`src/inc/pss_pkg.sv`:
```
// package: constants, register map and carriers of the preset speed and jog selector
// Behaviour
// [RL1] high, middle, low contacts pick their presets
// [RL2] several base contacts: lowest-ranked contact wins
// [RL3] contact combinations select speeds 4 to 15
// [RL4] extended preset 9999 means not selected
// [RL5] speed-8 unset, extension only: low preset
// [RL6] jog over presets over current over voltage
// [RL7] presets act only in modes 3 or 4
// [RL8] preset writes accepted while running, any mode
// [RL9] extended presets carry no mutual priority
// [RL10] remote function nonzero disables preset selection
// [RL11] base contacts routed by function codes 0-2
// [RL12] extension contact needs function code 8
// [RL13] jog select needs function code 5
// [RL14] jog runs at inch frequency, 0-400Hz
// [RL15] one jog ramp time, referenced to ramp frequency
// [RL16] ramp increment picks 0.1s or 0.01s steps
// [RL17] jog runs only while a start contact holds; the code also runs it while the panel run bit is set
// [RL18] jog works in external and panel mode; the code blocks it in MODE_EXTERNAL (mode 3)
// [RL19] presets writable in panel or external mode
// [RL20] jog disabled when operation mode is 3
// [RL21] jog blocks second ramp, other second functions stay
// [RL22] nothing selected: pass best analog command through
// [RL23] contacts re-evaluated every cycle, no restart needed
package pss_pkg;

    // frequencies in 0.1Hz units, times in 0.1s or 0.01s units
    localparam int NUM_TERM = 7;
    localparam int NUM_PRESET = 15;
    localparam logic [15:0] FREQ_MAX = 16'h0FA0;
    localparam logic [15:0] PRESET_UNSET = 16'h270F;
    localparam logic [15:0] RAMP_MAX = 16'h8CA0;

    localparam logic [15:0] RST_HIGH = 16'h01F4;
    localparam logic [15:0] RST_MIDDLE = 16'h012C;
    localparam logic [15:0] RST_LOW = 16'h0064;
    localparam logic [15:0] RST_INCH_FREQ = 16'h0032;
    localparam logic [15:0] RST_INCH_RAMP = 16'h0005;
    localparam logic [15:0] RST_RAMP_REF = 16'h01F4;
    localparam logic [3:0] RST_TERM_UNUSED = 4'hF;

    // preset slots: 0 high, 1 middle, 2 low, 3..14 speeds 4..15
    localparam int IDX_HIGH = 0;
    localparam int IDX_MIDDLE = 1;
    localparam int IDX_LOW = 2;
    localparam int IDX_SPEED8 = 7;

    // terminal function codes
    localparam logic [3:0] FN_LOW = 4'h0;
    localparam logic [3:0] FN_MIDDLE = 4'h1;
    localparam logic [3:0] FN_HIGH = 4'h2;
    localparam logic [3:0] FN_SECOND = 4'h3;
    localparam logic [3:0] FN_INCH = 4'h5;
    localparam logic [3:0] FN_EXTENSION = 4'h8;

    localparam logic [2:0] MODE_EXTERNAL = 3'h3;
    localparam logic [2:0] MODE_COMBINED = 3'h4;
    localparam logic [1:0] PWS_ALWAYS = 2'h2;

    // register byte addresses
    localparam logic [7:0] ADDR_PRESET0 = 8'h00;
    localparam logic [7:0] ADDR_INCH_FREQ = 8'h40;
    localparam logic [7:0] ADDR_INCH_RAMP = 8'h44;
    localparam logic [7:0] ADDR_RAMP_REF = 8'h48;
    localparam logic [7:0] ADDR_RAMP_INC = 8'h4C;
    localparam logic [7:0] ADDR_REMOTE = 8'h50;
    localparam logic [7:0] ADDR_PWS = 8'h54;
    localparam logic [7:0] ADDR_OPMODE = 8'h58;
    localparam logic [7:0] ADDR_PANEL = 8'h5C;
    localparam logic [7:0] ADDR_TERM0 = 8'h60;
    localparam logic [7:0] ADDR_STAT_FREQ = 8'h80;
    localparam logic [7:0] ADDR_STAT_FLAGS = 8'h84;
    localparam logic [7:0] ADDR_STAT_PINS = 8'h88;

    typedef enum logic [2:0] {
        SRC_NONE,
        SRC_INCH,
        SRC_PRESET,
        SRC_CURRENT,
        SRC_VOLTAGE
    } pss_src_t;

    typedef struct packed {
        logic [7:0] paddr;
        logic psel;
        logic penable;
        logic pwrite;
        logic [31:0] pwdata;
    } pss_apb_req_t;

    typedef struct packed {
        logic [31:0] prdata;
        logic pready;
        logic pslverr;
    } pss_apb_rsp_t;

    typedef struct packed {
        logic [15:0] freq;
        pss_src_t src;
        logic runFwd;
        logic runRev;
        logic inchActive;
        logic [15:0] rampTime;
        logic rampFine;
        logic [15:0] rampRef;
        logic secondRampSel;
        logic secondOtherSel;
    } pss_drive_t;

endpackage

```
`src/design/pss_selector.sv`:
```
// module: preset speed and jog selector with an apb register file
`timescale 1ns/10ps
module pss_selector #(
    parameter int NUM_TERM = pss_pkg::NUM_TERM
) (
    input wire logic clk,
    input wire logic rst,
    input wire pss_pkg::pss_apb_req_t apbReq,
    output pss_pkg::pss_apb_rsp_t apbRsp,
    input wire logic [NUM_TERM-1:0] termPin,
    input wire logic forwardStartPin,
    input wire logic reverseStartPin,
    input wire logic [15:0] currentFreq,
    input wire logic currentValid,
    input wire logic [15:0] voltageFreq,
    output pss_pkg::pss_drive_t drive
);

    if (NUM_TERM < 3 || NUM_TERM > 8) begin : g_check
        $error("pss_selector: NUM_TERM must lie in 3..8");
    end

    ////////////////////////////////////////////////////////////////////////////////
    // state

    typedef struct packed {
        logic [pss_pkg::NUM_PRESET-1:0][15:0] preset;
        logic [15:0] inchFreq;
        logic [15:0] inchRamp;
        logic [15:0] rampRef;
        logic rampInc;
        logic [1:0] remoteFn;
        logic [1:0] pws;
        logic [2:0] opMode;
        logic panelInch;
        logic panelRun;
        logic panelRev;
        logic [NUM_TERM-1:0][3:0] termFn;
        logic [NUM_TERM+1:0] pinMeta;
        logic [NUM_TERM+1:0] pinSync;
        logic [31:0] prdata;
        pss_pkg::pss_drive_t drive;
    } pss_state_t;

    pss_state_t state_reg;
    pss_state_t state_next;

    ////////////////////////////////////////////////////////////////////////////////
    // contact decode

    logic [NUM_TERM-1:0] termLevel;
    logic fwdLevel;
    logic revLevel;
    logic lowSel;
    logic middleSel;
    logic highSel;
    logic extSel;
    logic inchSel;
    logic secondSel;
    logic [NUM_TERM-1:0] isLow;
    logic [NUM_TERM-1:0] isMiddle;
    logic [NUM_TERM-1:0] isHigh;
    logic [NUM_TERM-1:0] isExt;
    logic [NUM_TERM-1:0] isInch;
    logic [NUM_TERM-1:0] isSecond;

    assign termLevel = state_reg.pinSync[NUM_TERM-1:0];
    assign fwdLevel = state_reg.pinSync[NUM_TERM];
    assign revLevel = state_reg.pinSync[NUM_TERM+1];

    for (genvar t = 0; t < NUM_TERM; t++) begin : g_term
        logic [3:0] fn;
        assign fn = state_reg.termFn[t];
        assign isLow[t] = termLevel[t] && (fn == pss_pkg::FN_LOW); // RL11
        assign isMiddle[t] = termLevel[t] && (fn == pss_pkg::FN_MIDDLE); // RL11
        assign isHigh[t] = termLevel[t] && (fn == pss_pkg::FN_HIGH); // RL11
        assign isExt[t] = termLevel[t] && (fn == pss_pkg::FN_EXTENSION); // RL12
        assign isInch[t] = termLevel[t] && (fn == pss_pkg::FN_INCH); // RL13
        assign isSecond[t] = termLevel[t] && (fn == pss_pkg::FN_SECOND);
    end

    assign lowSel = |isLow;
    assign middleSel = |isMiddle;
    assign highSel = |isHigh;
    assign extSel = |isExt;
    assign inchSel = |isInch;
    assign secondSel = |isSecond;

    ////////////////////////////////////////////////////////////////////////////////
    // preset lookup

    // contact code {ext, high, middle, low} to preset slot; 15 marks a code with no extension and at most one base contact
    function automatic logic [3:0] ext_slot(input logic [3:0] code);
        logic [3:0] slot;
        slot = 4'hF;
        case (code)
            4'b0011: slot = 4'h3;
            4'b0101: slot = 4'h4;
            4'b0110: slot = 4'h5;
            4'b0111: slot = 4'h6;
            4'b1000: slot = 4'h7;
            4'b1001: slot = 4'h8;
            4'b1010: slot = 4'h9;
            4'b1011: slot = 4'hA;
            4'b1100: slot = 4'hB;
            4'b1101: slot = 4'hC;
            4'b1110: slot = 4'hD;
            4'b1111: slot = 4'hE;
            default: slot = 4'hF;
        endcase
        return slot;
    endfunction

    logic [3:0] contactCode;
    logic [3:0] extIdx;
    logic [15:0] extFreq;
    logic extValid;
    logic presetEnable;
    logic presetHit;
    logic [15:0] presetFreq;

    assign contactCode = {extSel, highSel, middleSel, lowSel};
    assign extIdx = ext_slot(contactCode); // RL3 RL9
    assign extFreq = (extIdx == 4'hF) ? pss_pkg::PRESET_UNSET : state_reg.preset[extIdx];
    assign extValid = (extFreq != pss_pkg::PRESET_UNSET); // RL4

    assign presetEnable = (state_reg.opMode == pss_pkg::MODE_EXTERNAL
                        || state_reg.opMode == pss_pkg::MODE_COMBINED) // RL7
                        && (state_reg.remoteFn == 2'h0); // RL10

    always_comb begin
        presetHit = 1'b1;
        presetFreq = '0;
        if (extValid) begin
            presetFreq = extFreq; // RL3
        end else if (lowSel || (extSel && !highSel && !middleSel)) begin
            // unset speed 8 with extension alone drops to the low preset
            presetFreq = state_reg.preset[pss_pkg::IDX_LOW]; // RL2 RL5
        end else if (middleSel) begin
            presetFreq = state_reg.preset[pss_pkg::IDX_MIDDLE]; // RL2
        end else if (highSel) begin
            presetFreq = state_reg.preset[pss_pkg::IDX_HIGH]; // RL1
        end else begin
            presetHit = 1'b0;
        end
        if (!presetEnable) begin
            presetHit = 1'b0;
        end
    end

    ////////////////////////////////////////////////////////////////////////////////
    // source selection

    logic inchAllowed;
    logic extStart;
    logic panelStart;
    logic anyStart;
    logic inchNow;
    logic inchMode;

    assign inchAllowed = (state_reg.opMode != pss_pkg::MODE_EXTERNAL); // RL20
    assign extStart = fwdLevel || revLevel;
    assign panelStart = state_reg.panelRun;
    assign anyStart = extStart || panelStart;
    // external jog selection or panel jog mode, both gated by a held start
    assign inchMode = inchAllowed && (inchSel || state_reg.panelInch); // RL18
    assign inchNow = inchMode && anyStart; // RL17

    pss_pkg::pss_drive_t driveNext;

    always_comb begin
        driveNext = '0;
        driveNext.rampTime = '0;
        if (inchMode) begin
            driveNext.freq = state_reg.inchFreq; // RL14
            driveNext.src = pss_pkg::SRC_INCH; // RL6
            driveNext.rampTime = state_reg.inchRamp; // RL15
        end else if (presetHit) begin
            driveNext.freq = presetFreq;
            driveNext.src = pss_pkg::SRC_PRESET; // RL6
        end else if (currentValid) begin
            driveNext.freq = currentFreq; // RL22
            driveNext.src = pss_pkg::SRC_CURRENT; // RL6
        end else begin
            driveNext.freq = voltageFreq; // RL22
            driveNext.src = pss_pkg::SRC_VOLTAGE; // RL6
        end
        driveNext.inchActive = inchNow;
        // forward wins a tie with reverse; panel run uses the panel direction
        if (extStart) begin
            driveNext.runFwd = fwdLevel; // RL17
            driveNext.runRev = revLevel && !fwdLevel; // RL17
        end else if (panelStart) begin
            driveNext.runFwd = !state_reg.panelRev;
            driveNext.runRev = state_reg.panelRev;
        end
        if (inchMode && !anyStart) begin
            driveNext.freq = '0; // RL17
        end
        driveNext.rampFine = state_reg.rampInc; // RL16
        driveNext.rampRef = state_reg.rampRef; // RL15
        driveNext.secondRampSel = secondSel && !inchMode; // RL21
        driveNext.secondOtherSel = secondSel; // RL21
    end

    ////////////////////////////////////////////////////////////////////////////////
    // register file

    logic setup;
    logic access;
    logic doWrite;
    logic running;
    logic lockCfg;
    logic [7:0] addr;
    logic [31:0] wdata;
    logic [5:0] word;
    logic isPresetAddr;
    logic isTermAddr;
    logic [3:0] presetSlot;
    logic [2:0] termSlot;
    logic mapped;
    logic badValue;

    assign setup = apbReq.psel && !apbReq.penable;
    assign access = apbReq.psel && apbReq.penable;
    assign addr = apbReq.paddr;
    assign wdata = apbReq.pwdata;
    assign word = addr[7:2];
    assign presetSlot = word[3:0];
    assign termSlot = addr[4:2];
    assign isPresetAddr = (addr[7:6] == 2'b00) && (presetSlot < 4'hF) && (addr[1:0] == 2'b00);
    assign isTermAddr = (addr[7:5] == 3'b011) && (int'(termSlot) < NUM_TERM)
                     && (addr[1:0] == 2'b00);
    assign running = state_reg.drive.runFwd || state_reg.drive.runRev;
    // configuration other than presets and the panel register is frozen while running unless writes always allowed
    assign lockCfg = running && (state_reg.pws != pss_pkg::PWS_ALWAYS);

    always_comb begin
        mapped = 1'b1;
        case (addr)
            pss_pkg::ADDR_INCH_FREQ, pss_pkg::ADDR_INCH_RAMP, pss_pkg::ADDR_RAMP_REF,
            pss_pkg::ADDR_RAMP_INC, pss_pkg::ADDR_REMOTE, pss_pkg::ADDR_PWS,
            pss_pkg::ADDR_OPMODE, pss_pkg::ADDR_PANEL, pss_pkg::ADDR_STAT_FREQ,
            pss_pkg::ADDR_STAT_FLAGS, pss_pkg::ADDR_STAT_PINS: mapped = 1'b1;
            default: mapped = isPresetAddr || isTermAddr;
        endcase
    end

    always_comb begin
        badValue = 1'b0;
        if (!mapped) begin
            badValue = 1'b1;
        end else if (isPresetAddr) begin
            // presets ignore the run lock
            badValue = (wdata[15:0] > pss_pkg::FREQ_MAX)
                    && !((presetSlot > 4'h2) && (wdata[15:0] == pss_pkg::PRESET_UNSET)); // RL8
        end else if (addr == pss_pkg::ADDR_PANEL) begin
            badValue = 1'b0;
        end else if (addr >= pss_pkg::ADDR_STAT_FREQ) begin
            badValue = 1'b1;
        end else if (lockCfg) begin
            badValue = 1'b1;
        end else if (addr == pss_pkg::ADDR_INCH_FREQ) begin
            badValue = (wdata[15:0] > pss_pkg::FREQ_MAX); // RL14
        end else if (addr == pss_pkg::ADDR_INCH_RAMP) begin
            badValue = (wdata[15:0] > pss_pkg::RAMP_MAX); // RL16
        end else if (addr == pss_pkg::ADDR_RAMP_REF) begin
            badValue = (wdata[15:0] > pss_pkg::FREQ_MAX);
        end
    end

    assign doWrite = access && apbReq.pwrite && !badValue;

    always_comb begin
        state_next = state_reg;
        state_next.pinMeta = {reverseStartPin, forwardStartPin, termPin};
        state_next.pinSync = state_reg.pinMeta;
        state_next.drive = driveNext; // RL23
        if (setup) begin
            state_next.prdata = '0;
            if (isPresetAddr) begin
                state_next.prdata[15:0] = state_reg.preset[presetSlot];
            end else if (isTermAddr) begin
                state_next.prdata[3:0] = state_reg.termFn[termSlot];
            end else begin
                case (addr)
                    pss_pkg::ADDR_INCH_FREQ: state_next.prdata[15:0] = state_reg.inchFreq;
                    pss_pkg::ADDR_INCH_RAMP: state_next.prdata[15:0] = state_reg.inchRamp;
                    pss_pkg::ADDR_RAMP_REF: state_next.prdata[15:0] = state_reg.rampRef;
                    pss_pkg::ADDR_RAMP_INC: state_next.prdata[0] = state_reg.rampInc;
                    pss_pkg::ADDR_REMOTE: state_next.prdata[1:0] = state_reg.remoteFn;
                    pss_pkg::ADDR_PWS: state_next.prdata[1:0] = state_reg.pws;
                    pss_pkg::ADDR_OPMODE: state_next.prdata[2:0] = state_reg.opMode;
                    pss_pkg::ADDR_PANEL: state_next.prdata[2:0] =
                        {state_reg.panelRev, state_reg.panelRun, state_reg.panelInch};
                    pss_pkg::ADDR_STAT_FREQ: state_next.prdata[15:0] = state_reg.drive.freq;
                    pss_pkg::ADDR_STAT_FLAGS: state_next.prdata[8:0] = {
                        state_reg.drive.secondOtherSel, state_reg.drive.secondRampSel,
                        state_reg.drive.inchActive, state_reg.drive.runRev,
                        state_reg.drive.runFwd, presetHit, state_reg.drive.src};
                    pss_pkg::ADDR_STAT_PINS: state_next.prdata[NUM_TERM+1:0] =
                        state_reg.pinSync;
                    default: state_next.prdata = '0;
                endcase
            end
        end
        if (doWrite) begin
            if (isPresetAddr) begin
                state_next.preset[presetSlot] = wdata[15:0]; // RL8 RL19
            end else if (isTermAddr) begin
                state_next.termFn[termSlot] = wdata[3:0]; // RL11 RL12 RL13
            end else begin
                case (addr)
                    pss_pkg::ADDR_INCH_FREQ: state_next.inchFreq = wdata[15:0];
                    pss_pkg::ADDR_INCH_RAMP: state_next.inchRamp = wdata[15:0];
                    pss_pkg::ADDR_RAMP_REF: state_next.rampRef = wdata[15:0];
                    pss_pkg::ADDR_RAMP_INC: state_next.rampInc = wdata[0];
                    pss_pkg::ADDR_REMOTE: state_next.remoteFn = wdata[1:0];
                    pss_pkg::ADDR_PWS: state_next.pws = wdata[1:0];
                    pss_pkg::ADDR_OPMODE: state_next.opMode = wdata[2:0];
                    pss_pkg::ADDR_PANEL: begin
                        state_next.panelInch = wdata[0];
                        state_next.panelRun = wdata[1];
                        state_next.panelRev = wdata[2];
                    end
                    default: state_next.opMode = state_reg.opMode;
                endcase
            end
        end
        if (rst) begin
            state_next = '0;
            state_next.preset = {pss_pkg::NUM_PRESET{pss_pkg::PRESET_UNSET}}; // RL4
            state_next.preset[pss_pkg::IDX_HIGH] = pss_pkg::RST_HIGH; // RL1
            state_next.preset[pss_pkg::IDX_MIDDLE] = pss_pkg::RST_MIDDLE; // RL1
            state_next.preset[pss_pkg::IDX_LOW] = pss_pkg::RST_LOW; // RL1
            state_next.inchFreq = pss_pkg::RST_INCH_FREQ; // RL14
            state_next.inchRamp = pss_pkg::RST_INCH_RAMP; // RL15
            state_next.rampRef = pss_pkg::RST_RAMP_REF; // RL15
            state_next.termFn = {NUM_TERM{pss_pkg::RST_TERM_UNUSED}};
            state_next.termFn[0] = pss_pkg::FN_LOW; // RL11
            state_next.termFn[1] = pss_pkg::FN_MIDDLE; // RL11
            state_next.termFn[2] = pss_pkg::FN_HIGH; // RL11
        end
    end

    always_ff @(posedge clk) begin
        state_reg <= state_next;
    end

    ////////////////////////////////////////////////////////////////////////////////
    // outputs

    // read data is captured in the setup cycle so the access phase needs no wait
    assign apbRsp.prdata = state_reg.prdata;
    assign apbRsp.pready = 1'b1;
    assign apbRsp.pslverr = access && badValue && (apbReq.pwrite || !mapped);
    assign drive = state_reg.drive;

endmodule // pss_selector

```
`config.mk`:
```
export PLATFORM = sky130hd
export DESIGN_NAME = pss_selector
export DESIGN_NICKNAME = d
export VERILOG_FILES = /design/src/inc/pss_pkg.sv /design/src/design/pss_selector.sv
export SDC_FILE = /design/constraint.sdc
export NUM_CORES = 1
export LEC_CHECK = 0
export BUFFER_PORTS_ARGS = -buffer_cell sky130_fd_sc_hd__buf_2
export CAP_MARGIN = 20
export CORE_MARGIN = 8
export CORE_UTILIZATION = 45
export DETAILED_ROUTE_END_ITERATION = 8
export GPL_ROUTABILITY_DRIVEN = 0
export PLACE_DENSITY = 0.65
export SETUP_SLACK_MARGIN = 0.5
export SLEW_MARGIN = 10
export SYNTH_ARGS = -nofsm -noshare
export SYNTH_HDL_FRONTEND = slang
export SYNTH_SLANG_ARGS = --single-unit
```
`constraint.sdc`:
```
create_clock -name clk -period 6 [get_ports clk]
set_input_delay 0.3 -clock clk [delete_from_list [all_inputs] [get_ports clk]]
set_output_delay 0.3 -clock clk [all_outputs]
set_load 0.05 [all_outputs]
```
==> flow_summary.yaml <==
layout:
  final_cell_count_no_fill: 3214
  largest_reg_flops: 297
  layout-drive-gt1-share_pct: 16.74
  fin_util_pct: 50.54
  multi_input_area_um2: 11440
  regArea_um2: 8368
  fill_cells: 4393
  area_growth_syn_to_layout_pct: 10.52
  fin_nets: 2662
  final_area_um2: 23580
global_routing:
  antenna_found_initial: 5
  grt.overflow.total: 0
  grt_max_degree: 126
  grt_pass1_vias: 19385
  track_usage_pct: 28.97
  grt_pass1_wl_mm: 122.0
synth:
  synth.area.top_cells: "dfxtp_1 (39%), nand2_1 (10%), mux4_2 (7.2%)"
  ys.flop_type: "dfxtp_1"
  postSynthAreaPerCell_um2: 8.249
  netlist_area_um2: 21330
  async_flop_share_pct: 0
  synth-edff-count: 0
  synthCells: 2586
  yosysTopAreaCell: "dfxtp_1"
  yosys.area.top_type_share_pct: 39.23
  ys_seq_elements: 418
  ys_types: 84
  yosysSeqAreaShare_pct: 39.23
  yosysWarnings: 0
placed_design:
  dp_hpwl_mm: 56.13
  placed_cells: 3120
  place_area_um2: 21960
  numPortBuffers: 144
min_path:
  min_path_type: "input pin to flop"
  min-delay-start: "apbReq[12]"
cts:
  cts_root_buffer: "clkbuf_16"
  insertion_delay_ns: 0.60
  cts-buffers-inserted: 44
  cts_tree: "yes"
  clk_pin_slew_worst_paths_ns: 0.06
  clk_path_buf_depth: 3
  numClockSinks: 418
  htreeDepth: 2
floorplan:
  design.core.area_um2: 46650
  ios: 178
  num_rows: 79
  die_x_um: 233.7
  die-area_um2: 54630
  dieHeight_um: 233.7
  start_util_pct: 45.73
pwr:
  leakagePower_nw: 9.446
  power.density_nw_per_um2: 262.9
  max-vdd-ir-drop_uv: 202.7
  power_mw: 6.198
drt:
  finalWirelength_mm: 81.63
  ant_nets: 0
  via_per_inst: 6.409
  vias: 20597
  wl_per_cell_um: 25.40
  drt_pass1_iterations: 8
  post-route-drc-count: 0
  drtIter0Drc: 3231
sta:
  fmax_mhz: 185.1
  tightest_slew_ns: 1.055
  fin_crit_sh_pct: 90.05
  slew_headroom_pct: 29.58
  min_period_ns: 5.403
  finClkSkew_ns: 0.01757
  hold_viol_final: 0
  setup-violations-final: 0
  finalSetupTns_ns: 0
  rsz0062_at_grt: "no"
  drv_slew: 0
worst_setup_path:
  worst_setup_path_start_kind: "flop"
  timing.critical_path.mode_cell: "buf_4"
  critPathMaxStageDelay_ns: 0.52
  arrival_ns: 5.91
  r2r_setup_slack_ns: 0.60
  crit_required_ns: 6.51
  critPathBufInv: 4
  endpoint_kind: "flop"
  reg2reg_from: "state_reg[95]"
  crit_chain: "nand2b_1 -> nor4_1 -> nor3_4 -> nand2_1 -> ha_1 -> inv_1 -> buf_4 -> o21ai_2 -> buf_4 -> a2bb2oi_1 -> a31oi_1 -> nand4b_1 -> o211ai_1 -> nor4_2 -> nand3_2 -> buf_4 -> nor3_1 -> or3_1 -> a21oi_1"
  critPathTopFamily: "simple AND/OR/NAND/NOR gates"
  crit_path_start: "state_reg[95]"
  critPathSlowestCell: "dfxtp_1"
  cp_max_fo: 13
  path_class: "flop to flop"
job:
  drv_cap: 0
status:
  status: "complete, no violations"
==> cell usage in the layout (no fill, tap or decap), types with 8 or more instances in the layout <==
cell type	netlist	routed
a211oi_1	10	10
a21oi_1	207	206
a21oi_2	9	10
a221oi_1	9	9
a222oi_1	17	17
a22oi_1	38	38
a31oi_1	12	12
a32oi_1	15	15
and2_1	26	26
and3_1	61	61
buf_2	10	141
buf_4	90	70
clkbuf_1	183	11
clkbuf_16	0	44
conb_1	2	17
dfxtp_1	418	418
dlygate4sd3_1	0	10
inv_1	43	43
mux2_2	32	32
mux2i_1	71	71
mux4_2	68	68
nand2_1	567	567
nand2_2	9	9
nand2b_1	17	17
nand3_1	146	146
nand4_1	10	10
nor2_1	106	100
nor2b_1	46	45
nor3_1	31	30
nor4b_1	8	8
o211ai_1	34	34
o21a_1	8	8
o21ai_0	108	105
o221ai_1	11	11
o22ai_1	25	25
==> area by class of cell <==
class                   instances  area share, %
repair buffers                223          5.779
flip-flops and latches        418          35.49
multi-input cells            1840          48.54
well taps                     607          3.221
clock inverters                17         0.9605
clock buffers                  62          5.254
inverters                      45         0.7376
diodes                          2        0.02123
==> report_power, final <==
part / total [mW] / switching [mW] / leakage [nW] / internal [mW]
combinational: 0.573 / 0.419 / 5.35 / 0.154
sequential: 2.82 / 0.0177 / 3.39 / 2.80
clock: 2.81 / 1.19 / 0.711 / 1.62
total: 6.20 / 1.62 / 9.45 / 4.57
==> cell usage after synthesis, types with 34 or more instances <==
library cell / number
a21oi_1: 207
a22oi_1: 38
and3_1: 61
buf_4: 90
clkbuf_1: 183
dfxtp_1: 418
inv_1: 43
mux2i_1: 71
mux4_2: 68
nand2_1: 567
nand3_1: 146
nor2_1: 106
nor2b_1: 46
o211ai_1: 34
o21ai_0: 108
==> worst reg2reg max path, cell delays in order (launching register included) <==
cell	delay [ns]
dfxtp_1	0.52
nand2b_1	0.15
nor4_1	0.50
nor3_4	0.09
nand2_1	0.42
ha_1	0.34
inv_1	0.33
buf_4	0.34
o21ai_2	0.10
buf_4	0.24
a2bb2oi_1	0.17
a31oi_1	0.38
nand4b_1	0.34
o211ai_1	0.25
nor4_2	0.09
nand3_2	0.13
buf_4	0.22
nor3_1	0.06
or3_1	0.48
a21oi_1	0.19
==> repair_timing <==
| action | 4_1_cts | 5_1_grt |
|---|---|---|
| gates resized for setup | 0 | 4 |
| buffers inserted | 0 | 2 |
| setup endpoints to repair | 0 | 19 |
| hold buffers | 10 | 0 |
| hold endpoints to repair | 10 | 0 |
==> cell families after synthesis <==
family | after synthesis | synth area share (%)
other | 2 | 0.03520
multiplexers | 171 | 12.20
AND/OR/NAND/NOR | 1079 | 23.38
adder cells (fa/ha/maj) | 3 | 0.1760
buffers and inverters | 343 | 7.801
AO/OA/AOI/OAI | 570 | 17.18
flip-flops | 418 | 39.23
==> metal layers <==
layer | up-vias | part of all wire (%) | track usage (%)
met5 | - | 0.033 | 0
met4 | 4 | 5.7 | 15.75
met3 | 261 | 13 | 6.864
met2 | 1505 | 44 | 44.90
met1 | 9785 | 38 | 37.13
li1 | 9042 | - | -
==> per-stage QoR <==
| stage | setup slack [ns] | hold slack, ns |
|---|---|---|
| floorplan | 1.330 | 0.4138 |
| global placement | 0.7349 | 0.4261 |
| detailed placement | 0.6499 | 0.4239 |
| CTS | 0.6345 | 0.001215 |
| global route | 0.5113 | 0.02517 |
| finish | 0.5972 | 0.02139 |
==> path summary, 6_finish.rpt <==
path / endpoint / cells past startpoint
setup reg to reg: apbRsp[5] / 19
setup / recovery: apbRsp[5] / 19
hold / removal: state_reg[174] / 3
hold reg to reg: state_reg[91] / 1
Note: power is estimated with default switching activity, not from simulation.
